<file path="config.mk">
export PLATFORM = sky130hd
export DESIGN_NAME = uma_slave_flat
export DESIGN_NICKNAME = d
export VERILOG_FILES = /design/src/verilog/uma_pkg.sv /design/src/verilog/uma_link_if.sv /design/src/verilog/uma_slave.sv /design/src/flat_wrapper.sv
export VERILOG_INCLUDE_DIRS = /design/src /design/src/verilog
export SDC_FILE = /design/constraint.sdc
export NUM_CORES = 1
export LEC_CHECK = 0
export BUFFER_PORTS_ARGS = -buffer_cell sky130_fd_sc_hd__buf_2
export CORE_MARGIN = 4
export CORE_UTILIZATION = 57
export DETAILED_ROUTE_END_ITERATION = 7
export PLACE_DENSITY = 0.76
export SYNTH_ARGS = -nofsm -noshare
export SYNTH_HDL_FRONTEND = slang
export SYNTH_SLANG_ARGS = --single-unit
</file>
<file path="constraint.sdc">
create_clock -name mclk_i -period 2.9 [get_ports mclk_i]
set_clock_uncertainty 0.15 [all_clocks]
set_input_delay 0.29 -clock mclk_i [delete_from_list [all_inputs] [get_ports mclk_i]]
set_output_delay 0.29 -clock mclk_i [all_outputs]
set_load 0.01 [all_outputs]
</file>
<file path="src/verilog/uma_params.svh">
/*
  Constants for the multiprocessor address match receiver and its master.
  Assumes inclusion by bare name from both ends of the serial link.
*/
`ifndef UMA_PARAMS_SVH
`define UMA_PARAMS_SVH

`define UMA_SLV_ADDR_OFS  8'hA9
`define UMA_SLV_MASK_OFS  8'hB9
`define UMA_REG_RST       8'h00
`define UMA_UNMAPPED_RD   8'h00
`define UMA_OSR           16
`define UMA_SMP_FIRST     4'h7
`define UMA_SMP_SECOND    4'h8
`define UMA_SMP_LAST      4'h9
`define UMA_LAST_DATA     3'h7
`define UMA_MODE_SYNC     2'h0
`define UMA_MODE_10BIT    2'h1
`define UMA_LEN_10BIT     4'hA
`define UMA_LEN_11BIT     4'hB
`define UMA_PRESCALE_DEF  8

`endif

</file>
<file path="src/verilog/uma_pkg.sv">
/*
  Types shared by both ends of the multiprocessor serial link.
  Assumes the constants header is compiled alongside.
*/
`default_nettype none

package uma_pkg;

  typedef enum logic [2:0] {
    RX_IDLE,
    RX_START,
    RX_DATA,
    RX_NINTH,
    RX_STOP
  } uma_rx_state_t;

  typedef enum logic {
    TX_IDLE,
    TX_SHIFT
  } uma_tx_state_t;

  typedef struct packed {
    uma_rx_state_t state;
    logic [7:0]    pre_cnt;
    logic [3:0]    os_cnt;
    logic [2:0]    bit_cnt;
    logic [1:0]    smp;
    logic [7:0]    shreg;
    logic          ninth;
    logic          line_q;
    logic [7:0]    slv_addr;
    logic [7:0]    slv_mask;
    logic          rx_done;
    logic          rx_ninth;
    logic [7:0]    rx_data;
    logic [7:0]    rdata;
  } uma_slv_st_t;

  typedef struct packed {
    uma_tx_state_t state;
    logic [11:0]   per_cnt;
    logic [3:0]    bits_left;
    logic [9:0]    shreg;
    logic          line;
    logic          busy;
    logic          sent;
    logic          refused;
    logic          addr_seen;
  } uma_mst_st_t;

endpackage

`default_nettype wire

</file>
<file path="src/verilog/uma_link_if.sv">
/*
  Single-wire asynchronous serial link from master to slave.
  Assumes the master end drives the line; the slave only listens.
*/
`timescale 1ns/10ps
`default_nettype none

interface uma_link_if;
  logic serial_line;

  modport master (output serial_line);
  modport slave  (input  serial_line);
endinterface

`default_nettype wire

</file>
<file path="src/verilog/uma_slave.sv">
/*
  Slave receiver with hardware address recognition for modes 1, 2 and 3.
  Assumes the serial line is synchronous to mclk_i and that software
  drives the multiprocessor enable, mode and flag clear as plain inputs.
*/
// Contract
// RL1 - Ninth bit marks address only in modes 2, 3
// RL2 - Multiproc on: flag only on address match
// RL3 - Master sends address frames with ninth high
// RL4 - Master sends address first, then data
// RL5 - Waiting slave keeps multiprocessor mode enabled
// RL6 - Addressed slave disables multiprocessor mode for data
// RL7 - Multiproc off: every complete frame sets flag
// RL8 - Mode 1 ninth bit is stop bit
// RL9 - Mode 1 multiproc: valid frame and match
// RL10 - Slave address held in 8-bit register
// RL11 - Mask zero bits make address bits don't care
// RL12 - Broadcast is address OR mask, zeros ignored
// RL13 - Both registers reset to zero, no selectivity
// RL14 - Load only if flag clear and condition met
// RL15 - Eleven-bit modes store ninth bit on accept
// RL16 - Unmatched address leaves state untouched, rewait start
`timescale 1ns/10ps
`default_nettype none
`include "uma_params.svh"

module uma_slave
  import uma_pkg::*;
#(
  parameter int PRESCALE = `UMA_PRESCALE_DEF
) (
  input  wire logic       mclk_i,
  input  wire logic       rstn_i,
  uma_link_if.slave       link,
  input  wire logic [1:0] mode_i,
  input  wire logic       rx_enable_i,
  input  wire logic       multiproc_enable_i,
  input  wire logic       rx_done_clr_i,
  input  wire logic [7:0] sfr_addr_i,
  input  wire logic       sfr_wr_i,
  input  wire logic [7:0] sfr_wdata_i,
  output var  logic       rx_done_flag_o,
  output var  logic       rx_ninth_bit_o,
  output var  logic [7:0] rx_data_o,
  output var  logic [7:0] sfr_rdata_o
);

  localparam logic [7:0] PRE_LAST = 8'(PRESCALE - 1);

  localparam uma_slv_st_t SLV_RESET = '{
    state:    RX_IDLE,
    pre_cnt:  8'h00,
    os_cnt:   4'h0,
    bit_cnt:  3'h0,
    smp:      2'h0,
    shreg:    8'h00,
    ninth:    1'b0,
    line_q:   1'b1,
    slv_addr: `UMA_REG_RST,
    slv_mask: `UMA_REG_RST,
    rx_done:  1'b0,
    rx_ninth: 1'b0,
    rx_data:  8'h00,
    rdata:    8'h00
  };

  generate
    if (PRESCALE < 1 || PRESCALE > 256) begin : g_bad_prescale
      $error("uma_slave: PRESCALE must lie in 1..256");
    end
  endgenerate

  uma_slv_st_t st_ff;
  uma_slv_st_t nxt_st;

  logic       line;
  logic       tick;
  logic       mid_bit;
  logic       vote;
  logic       eleven;
  logic       ninth_rx;
  logic [7:0] bcast;
  logic       given_hit;
  logic       bcast_hit;
  logic       accept;

  assign line   = link.serial_line;
  assign tick   = (st_ff.pre_cnt == PRE_LAST);
  assign mid_bit = tick && (st_ff.os_cnt == `UMA_SMP_LAST);
  assign vote   = (st_ff.smp[0] & st_ff.smp[1]) |
                  (st_ff.smp[0] & line) |
                  (st_ff.smp[1] & line);
  assign eleven = mode_i[1];

  // Mode 1 has no ninth data bit; the stop bit takes its place [RL1] [RL8]
  assign ninth_rx = eleven ? st_ff.ninth : vote;

  // Mask zeros drop address bits from the compare [RL10] [RL11]
  assign given_hit = ((st_ff.shreg ^ st_ff.slv_addr) & st_ff.slv_mask)
                     == 8'h00;

  // Only the ones of address OR mask must be present [RL12]
  assign bcast     = st_ff.slv_addr | st_ff.slv_mask;
  assign bcast_hit = (st_ff.shreg & bcast) == bcast;

  // Acceptance at mid stop bit [RL2] [RL7] [RL9] [RL14]
  assign accept = !st_ff.rx_done &&
                  (!multiproc_enable_i ||
                   (ninth_rx && (given_hit || bcast_hit)));

  always_comb begin
    nxt_st        = st_ff;
    nxt_st.line_q = line;

    // Set wins over a software clear arriving in the same cycle
    if (rx_done_clr_i) begin
      nxt_st.rx_done = 1'b0;
    end

    if (sfr_wr_i && sfr_addr_i == `UMA_SLV_ADDR_OFS) begin
      nxt_st.slv_addr = sfr_wdata_i; // [RL10]
    end else if (sfr_wr_i && sfr_addr_i == `UMA_SLV_MASK_OFS) begin
      nxt_st.slv_mask = sfr_wdata_i; // [RL11]
    end

    // Read data is the register value before any same-cycle write
    if (sfr_addr_i == `UMA_SLV_ADDR_OFS) begin
      nxt_st.rdata = st_ff.slv_addr;
    end else if (sfr_addr_i == `UMA_SLV_MASK_OFS) begin
      nxt_st.rdata = st_ff.slv_mask;
    end else begin
      nxt_st.rdata = `UMA_UNMAPPED_RD;
    end

    if (st_ff.state != RX_IDLE) begin
      if (tick) begin
        nxt_st.pre_cnt = 8'h00;
        nxt_st.os_cnt  = st_ff.os_cnt + 4'h1;
      end else begin
        nxt_st.pre_cnt = st_ff.pre_cnt + 8'h01;
      end
      if (tick && st_ff.os_cnt == `UMA_SMP_FIRST) begin
        nxt_st.smp[0] = line;
      end
      if (tick && st_ff.os_cnt == `UMA_SMP_SECOND) begin
        nxt_st.smp[1] = line;
      end
    end

    case (st_ff.state)
      RX_IDLE: begin
        // Mode 0 is synchronous and not served by this receiver
        if (rx_enable_i && mode_i != `UMA_MODE_SYNC &&
            st_ff.line_q && !line) begin
          nxt_st.state   = RX_START;
          nxt_st.pre_cnt = 8'h00;
          nxt_st.os_cnt  = 4'h0;
          nxt_st.bit_cnt = 3'h0;
        end
      end
      RX_START: begin
        if (mid_bit) begin
          // A glitch is dropped here rather than framed as data
          nxt_st.state = vote ? RX_IDLE : RX_DATA;
        end
      end
      RX_DATA: begin
        if (mid_bit) begin
          nxt_st.shreg   = {vote, st_ff.shreg[7:1]};
          nxt_st.bit_cnt = st_ff.bit_cnt + 3'h1;
          if (st_ff.bit_cnt == `UMA_LAST_DATA) begin
            nxt_st.state = eleven ? RX_NINTH : RX_STOP; // [RL1]
          end
        end
      end
      RX_NINTH: begin
        if (mid_bit) begin
          nxt_st.ninth = vote; // [RL1]
          nxt_st.state = RX_STOP;
        end
      end
      RX_STOP: begin
        if (mid_bit) begin
          // Back to edge search from the middle of the stop bit [RL16]
          nxt_st.state = RX_IDLE;
          if (accept) begin
            nxt_st.rx_data  = st_ff.shreg; // [RL14]
            nxt_st.rx_ninth = ninth_rx;    // [RL15] [RL8]
            nxt_st.rx_done  = 1'b1;        // [RL2] [RL7] [RL9]
          end
          // No else: a miss leaves buffer and flags as they were [RL16]
        end
      end
      default: begin
        nxt_st.state = RX_IDLE;
      end
    endcase
  end

  always_ff @(posedge mclk_i or negedge rstn_i) begin
    if (!rstn_i) begin
      st_ff <= SLV_RESET; // [RL13]
    end else begin
      st_ff <= nxt_st;
    end
  end

  assign rx_done_flag_o = st_ff.rx_done;
  assign rx_ninth_bit_o = st_ff.rx_ninth;
  assign rx_data_o      = st_ff.rx_data;
  assign sfr_rdata_o    = st_ff.rdata;

endmodule

`default_nettype wire

</file>
<file path="src/flat_wrapper.sv">
// flat-port wrapper written by rule: the top's interface ports become plain ports
module uma_slave_flat import uma_pkg::*;
#(
  parameter int PRESCALE = `UMA_PRESCALE_DEF
)
  (mclk_i, rstn_i, mode_i, rx_enable_i, multiproc_enable_i, rx_done_clr_i, sfr_addr_i, sfr_wr_i, sfr_wdata_i, rx_done_flag_o, rx_ninth_bit_o, rx_data_o, sfr_rdata_o, link_serial_line);
  uma_link_if link_i ();
  input  wire logic mclk_i;
  input  wire logic rstn_i;
  input  wire logic [1:0] mode_i;
  input  wire logic rx_enable_i;
  input  wire logic multiproc_enable_i;
  input  wire logic rx_done_clr_i;
  input  wire logic [7:0] sfr_addr_i;
  input  wire logic sfr_wr_i;
  input  wire logic [7:0] sfr_wdata_i;
  output var  logic rx_done_flag_o;
  output var  logic rx_ninth_bit_o;
  output var  logic [7:0] rx_data_o;
  output var  logic [7:0] sfr_rdata_o;
  input wire logic [$bits(link_i.serial_line)-1:0] link_serial_line;
  assign link_i.serial_line = link_serial_line;
  uma_slave #(.PRESCALE(PRESCALE)) u_core (.mclk_i(mclk_i), .rstn_i(rstn_i), .link(link_i), .mode_i(mode_i), .rx_enable_i(rx_enable_i), .multiproc_enable_i(multiproc_enable_i), .rx_done_clr_i(rx_done_clr_i), .sfr_addr_i(sfr_addr_i), .sfr_wr_i(sfr_wr_i), .sfr_wdata_i(sfr_wdata_i), .rx_done_flag_o(rx_done_flag_o), .rx_ninth_bit_o(rx_ninth_bit_o), .rx_data_o(rx_data_o), .sfr_rdata_o(sfr_rdata_o));
endmodule
</file>
Word level (Yosys, flattened, before mapping). Index checks and enable logic that the tools add are counted.

$add $sub $neg: 3. Multipliers: 0. Divide/modulo/power cells: 0. $lt $le $gt $ge: 0. Equal/unequal tests: 18. Shifts and indexed selects: 0. Muxes and demuxes: 22. Bitwise operators: 10. Reduce and logical (&&, ||, !) cells: 28.

Operators by type and width (count): two-way mux 10 bit (3); two-way mux 12 bit (2); two-way mux 8 bit (3); two-way mux 3 bit (7); two-way mux 18 bit (1); AND 8 bit (2); == test 8 bit, second input constant (2); one-hot mux 3 bit (5 select lines) (1); inequality test 2 x 1 -> 1 bit, second input constant (6); logical AND 1 bit (10); AND reduction 2 bit (5); adder 8 x 1 -> 8 bit, second input constant (1); == test 4 bit, second input constant (2); == test 8 x 3 -> 1 bit, second input constant (1); == test 8 bit (1); zero test 8 bit (1); bitwise OR 8 bit (1); XOR 8 bit (1); == test 3 x 2 -> 1 bit, second input constant (2); == test 3 bit, second input constant (2); one-hot mux 3 bit (2 select lines) (1); AND reduction 3 bit (2); AND reduction 6 bit (1); adder 4 x 1 -> 4 bit, second input constant (1); 14 further kinds (22).

Register bits: 64. Latch bits: 0. RAM bits: 0. ROM bits: 0. Input bits: 25. Output and inout bits: 18. Word-level logic and storage cells: 96. Memories: 0.

Longest topological paths before layout.
Depth after elaboration: 10. Gate-level depth with buffers: 8. Gate-level depth less buffers: 7.

Least setup slack after synthesis. OpenSTA, ideal clock, no wires.

Path kind: register to register. From: register u_core.st_ff[53] (netlist name). To: register u_core.st_ff[40] (netlist name). Library setup time: 125 ps. Data arrival time: 1865 ps. Data required time: 2625 ps. Path slack: 761 ps. Stages on the path, launching flop included: 7. Period minus slack after synthesis: 2139 ps. Cell sequence: dfrtp_1 > ha_1 > and3b_1 > and3_1 > nand3_1 > clkbuf_1 > mux2_2.

Word-level cells in the longest chain between the ends: 3.

RTL lines: start, declared (line uma_slave.sv:73) `uma_slv_st_t st_ff;`; start signal, assigned (line uma_slave.sv:204) `st_ff <= nxt_st;`; == test 8 x 3 -> 1 bit (line uma_slave.sv:88) `assign tick = (st_ff.pre_cnt == PRE_LAST);`; logical AND 1 bit (line uma_slave.sv:89) `` assign mid_bit = tick && (st_ff.os_cnt == `UMA_SMP_LAST); ``; AND reduction 2 bit (no line).

No other way between the ends. A chain may end at the register's enable or synchronous reset.

Final worst setup path.
From: input port link_serial_line. To: register u_core.st_ff (netlist bit u_core.rx_data_o[3]).

Word-level cells in the longest chain between the ends: 8.

RTL lines: start, declared (line flat_wrapper.sv:21) `input wire logic [$bits(link_i.serial_line)-1:0] link_serial_line;`; AND 1 bit (line uma_slave.sv:91) `(st_ff.smp[0] & line) |`; bitwise OR 1 bit (line uma_slave.sv:90) `assign vote = (st_ff.smp[0] & st_ff.smp[1]) |`; bitwise OR 1 bit (*) (line uma_slave.sv:91); two-way mux 1 bit (*) (line uma_slave.sv:96) `assign ninth_rx = eleven ? st_ff.ninth : vote;`; logical AND 1 bit (*) (line uma_slave.sv:109) `(ninth_rx && (given_hit || bcast_hit)));`; logical OR 1 bit (*) (line uma_slave.sv:108) `(!multiproc_enable_i ||`; logical AND 1 bit (*) (line uma_slave.sv:107) `assign accept = !st_ff.rx_done &&`; AND reduction 3 bit (no line) (*).

Every way passes the cells marked *; elsewhere a longest branch is shown, timed or not.

==> metrics.md <==
| Metric | Value |
|---|---|
| Outcome | complete, no violations |
| Met3 WL | 360 um |
| Root Driver | clkbuf_8 |
| RSZ-0062 raised after global routing | no |
| Largest net degree at the start of global routing | 27 |
| Clock buffer depth | 2 |
| Setup ws final | 345.9 ps |
| R2R Setup Slk | 500 ps |
| Setup tns final | 0 ps |
| Area growth syn-to-layout | 13.71% |
| HP Class | primary input to flop |
| CP Capture Type | flop |
| WP data arrival | 2630 ps |
| Yosys reg bits | 64 |
| FMAX | 0.3915 GHz |
| Rel. slew slack | 58.31% |
| Yosys warns | 0 |
| WL met1 | 2961 um |
| Launch point of the worst reg-to-reg path | u_core.st_ff[53] |
| Worst-path clk slew | 60 ps |
| Top_reg_cell synth | dfrtp_1 |
| DR WL/cell | 16.23 um |
| WP data required | 2970 ps |
| CP peak stage delay | 520 ps |
| Vias in the first global route | 2050 |
| Clock Sinks | 64 |
| Gate Count Post-Synth | 270 |
| GRT overflow | 0 |
| Vias per inst | 5.615 |
| Drt pass-1 iters | 4 |
| First-pass GRT wire length | 10020 um |
| DIE AREA | 6796 um2 |
| Die height | 82.44 um |
| Startpoint Class | primary input |
| Nets | 338 |
| Syn_nets | 301 |
| Average cell area after synthesis | 11.70 um2 |
| Fin crit period | 2554 ps |
| Core box area | 5238 um2 |
| Initial antenna violation count | 0 |
| Clk Latency, worst-skew pair | 340 ps |
| Hold EP | u_core.st_ff[29] |
| Max Slew Vio Count | 0 |
| Max-Cap Viols | 0 |
| Pwr dens | 526.6 nW/um2 |
| Top cell type's share of synthesized area | 49.92% |
| Peak VDD IR | 0.4000 mV |
| N_diodes | 0 |
| EDFF count, synth | 0 |
| Port Buffers | 42 |
| Die W | 82.44 um |
| Pre-CTS setup slack | 526.5 ps |
| Top-count cell post-synth | dfrtp_1 |
| Final setup vio count | 0 |
| Met2 wire length | 2739 um |
| DP HPWL | 4473 um |
| Crit path kind | primary input to flop |
| Num ports | 43 |
| DRC | 0 |
| Unique masters post-synth | 47 |
| DRT iter0 DRCs | 191 |
| Ys async rst share | 100.0% |
| Final instance area | 3591 um2 |
| Sequential-to-total area share from yosys stat | 50.75% |
| Fin. Hold Viols | 0 |
| Final Util | 68.56% |
| Gpl congestion | 0.8555 |
| Layout cells sized above 1 | 33.65% |
| Synth top area cells | dfrtp_1 (50%), mux2_2 (10%), buf_4 (3.8%), mux2_4 (3.8%), xor2_1 (3.1%) |
| Worst Hold Path Cells | 2 |
| Final Cycle Share | 88.07% |
| Top post-synthesis cells by count | dfrtp_1 (63), mux2_2 (28), nor2_1 (20) |
| Starting Density | 60.30% |
| Hold Startpoint | sfr_wdata_i[3] |
| Worst-Margin Slew | 625.3 ps |
| Drt total wl | 6200 um |
| CP max FO | 9 |
| Worst-path cell with the longest stage delay | dlygate4sd3_1 |
| CTS resizes | 0 |
| H-tree depth | 3 |
| Num rows | 26 |
| Yosys top cell by area | dfrtp_1 |
| Antenna Nets Post-Route | 0 |
| Leakage | 1.818 nW |
| CTS tree | built |
| GRT Resource Usage Total | 20.52% |
| Total Power | 1.891 mW |
| Critical R2R Capture | u_core.rx_data_o[3] |
| R2R depth | 6 |
| Area post-placement | 3328 um2 |
| Synthesized area | 3158 um2 |
| Max Used Layer | met4 |
| Number of buffers created by CTS | 9 |
| CP Cell Sequence | dlygate4sd3_1 -> buf_2 -> maj3_1 -> mux2i_1 -> and2_1 -> a311o_1 -> mux2_4 |
| Vias | 2145 |
## layout by cell type, fill, tap and decap left out, drive strengths merged, types with 2 or more instances in the layout
cell type,count
dfrtp,63
buf,46
mux2,36
nor2,20
o21ai,16
clkbuf,14
xor2,11
nand2,10
nand3,9
inv,8
a22o,8
ha,6
and3,5
nand4,5
o22ai,4
a22oi,4
or3,3
a21oi,3
mux2i,3
nand4b,3
and2,3
dlygate4sd3,3
nor3,3
and3b,2
nor2b,2
a31oi,2
a31o,2
bufinv,2
## how the worst max path moves through the flow
stage / from / to / cells after the start
after detailed placement: u_core.st_ff[53] / u_core.rx_data_o[3] / 6
final: link_serial_line / u_core.rx_data_o[3] / 7
after global routing: link_serial_line / u_core.rx_data_o[3] / 7
after floorplan: u_core.st_ff[53] / u_core.st_ff[40] / 6
after global placement: u_core.st_ff[53] / u_core.rx_data_o[0] / 6
after CTS: link_serial_line / u_core.rx_data_o[3] / 7
## worst max-delay path: cells and delay by family
family / cells / cell delay [ps]
simple gates: 1 / 160
fa+ha+maj: 1 / 420
mux: 2 / 580
buf+inv: 2 / 660
compound gates: 1 / 520
## power breakdown
| part | switching, mW | internal [mW] | total, mW |
|---|---|---|---|
| Combinational | 0.0448 | 0.0432 | 0.0880 |
| Sequential | 0.0137 | 0.906 | 0.920 |
| Clock | 0.328 | 0.556 | 0.883 |
| Total | 0.386 | 1.50 | 1.89 |
## logic make-up after synthesis
kind of cell | after synthesis | share of synthesized area [%]
buffers and inverters | 31 | 5.943
and+or+nand+nor | 73 | 13.23
muxes | 39 | 14.74
DFF | 64 | 50.75
adders and majority gates | 7 | 2.694
AOI/OAI and AO/OA | 44 | 9.311
xor gates and xnor gates | 12 | 3.328
## layer usage
layer  vias up  GRT usage, %
met3        11         6.833
met5         -             0
met2        58         28.53
li1       1036             -
met4         0         8.804
met1      1040         29.19
## state kept, by name, summed over array words and instances, names as in the netlist
register,count
u_core.rx_data_o,8
u_core.st_ff,46
u_core.sfr_rdata_o,8
u_core.rx_done_flag_o,1
u_core.rx_ninth_bit_o,1
## layout make-up
type	instances	area [um2]
tap	70	87.58
multi-input combinational	175	1368
fill	403	1647
clock buffer	14	172.7
inverter	8	30.03
sequential	64	1603
timing repair buffer	49	270.3
clock inverter	2	60.06
## repair_timing
action	in CTS	in global routing
endpoints found under the hold margin	21	0
hold buffers	3	0
setup buffers	0	0
setup endpoints to repair	0	0
## metrics by stage
stage          instances  hold slack (ps)
2_1_floorplan        270           -155.6
3_3_place_gp         363            105.0
3_5_place_dp         363            117.5
4_1_cts              382            19.29
5_1_grt              382            19.50
6_report             382            42.37
No activity file was read; power rests on OpenSTA's default activity.
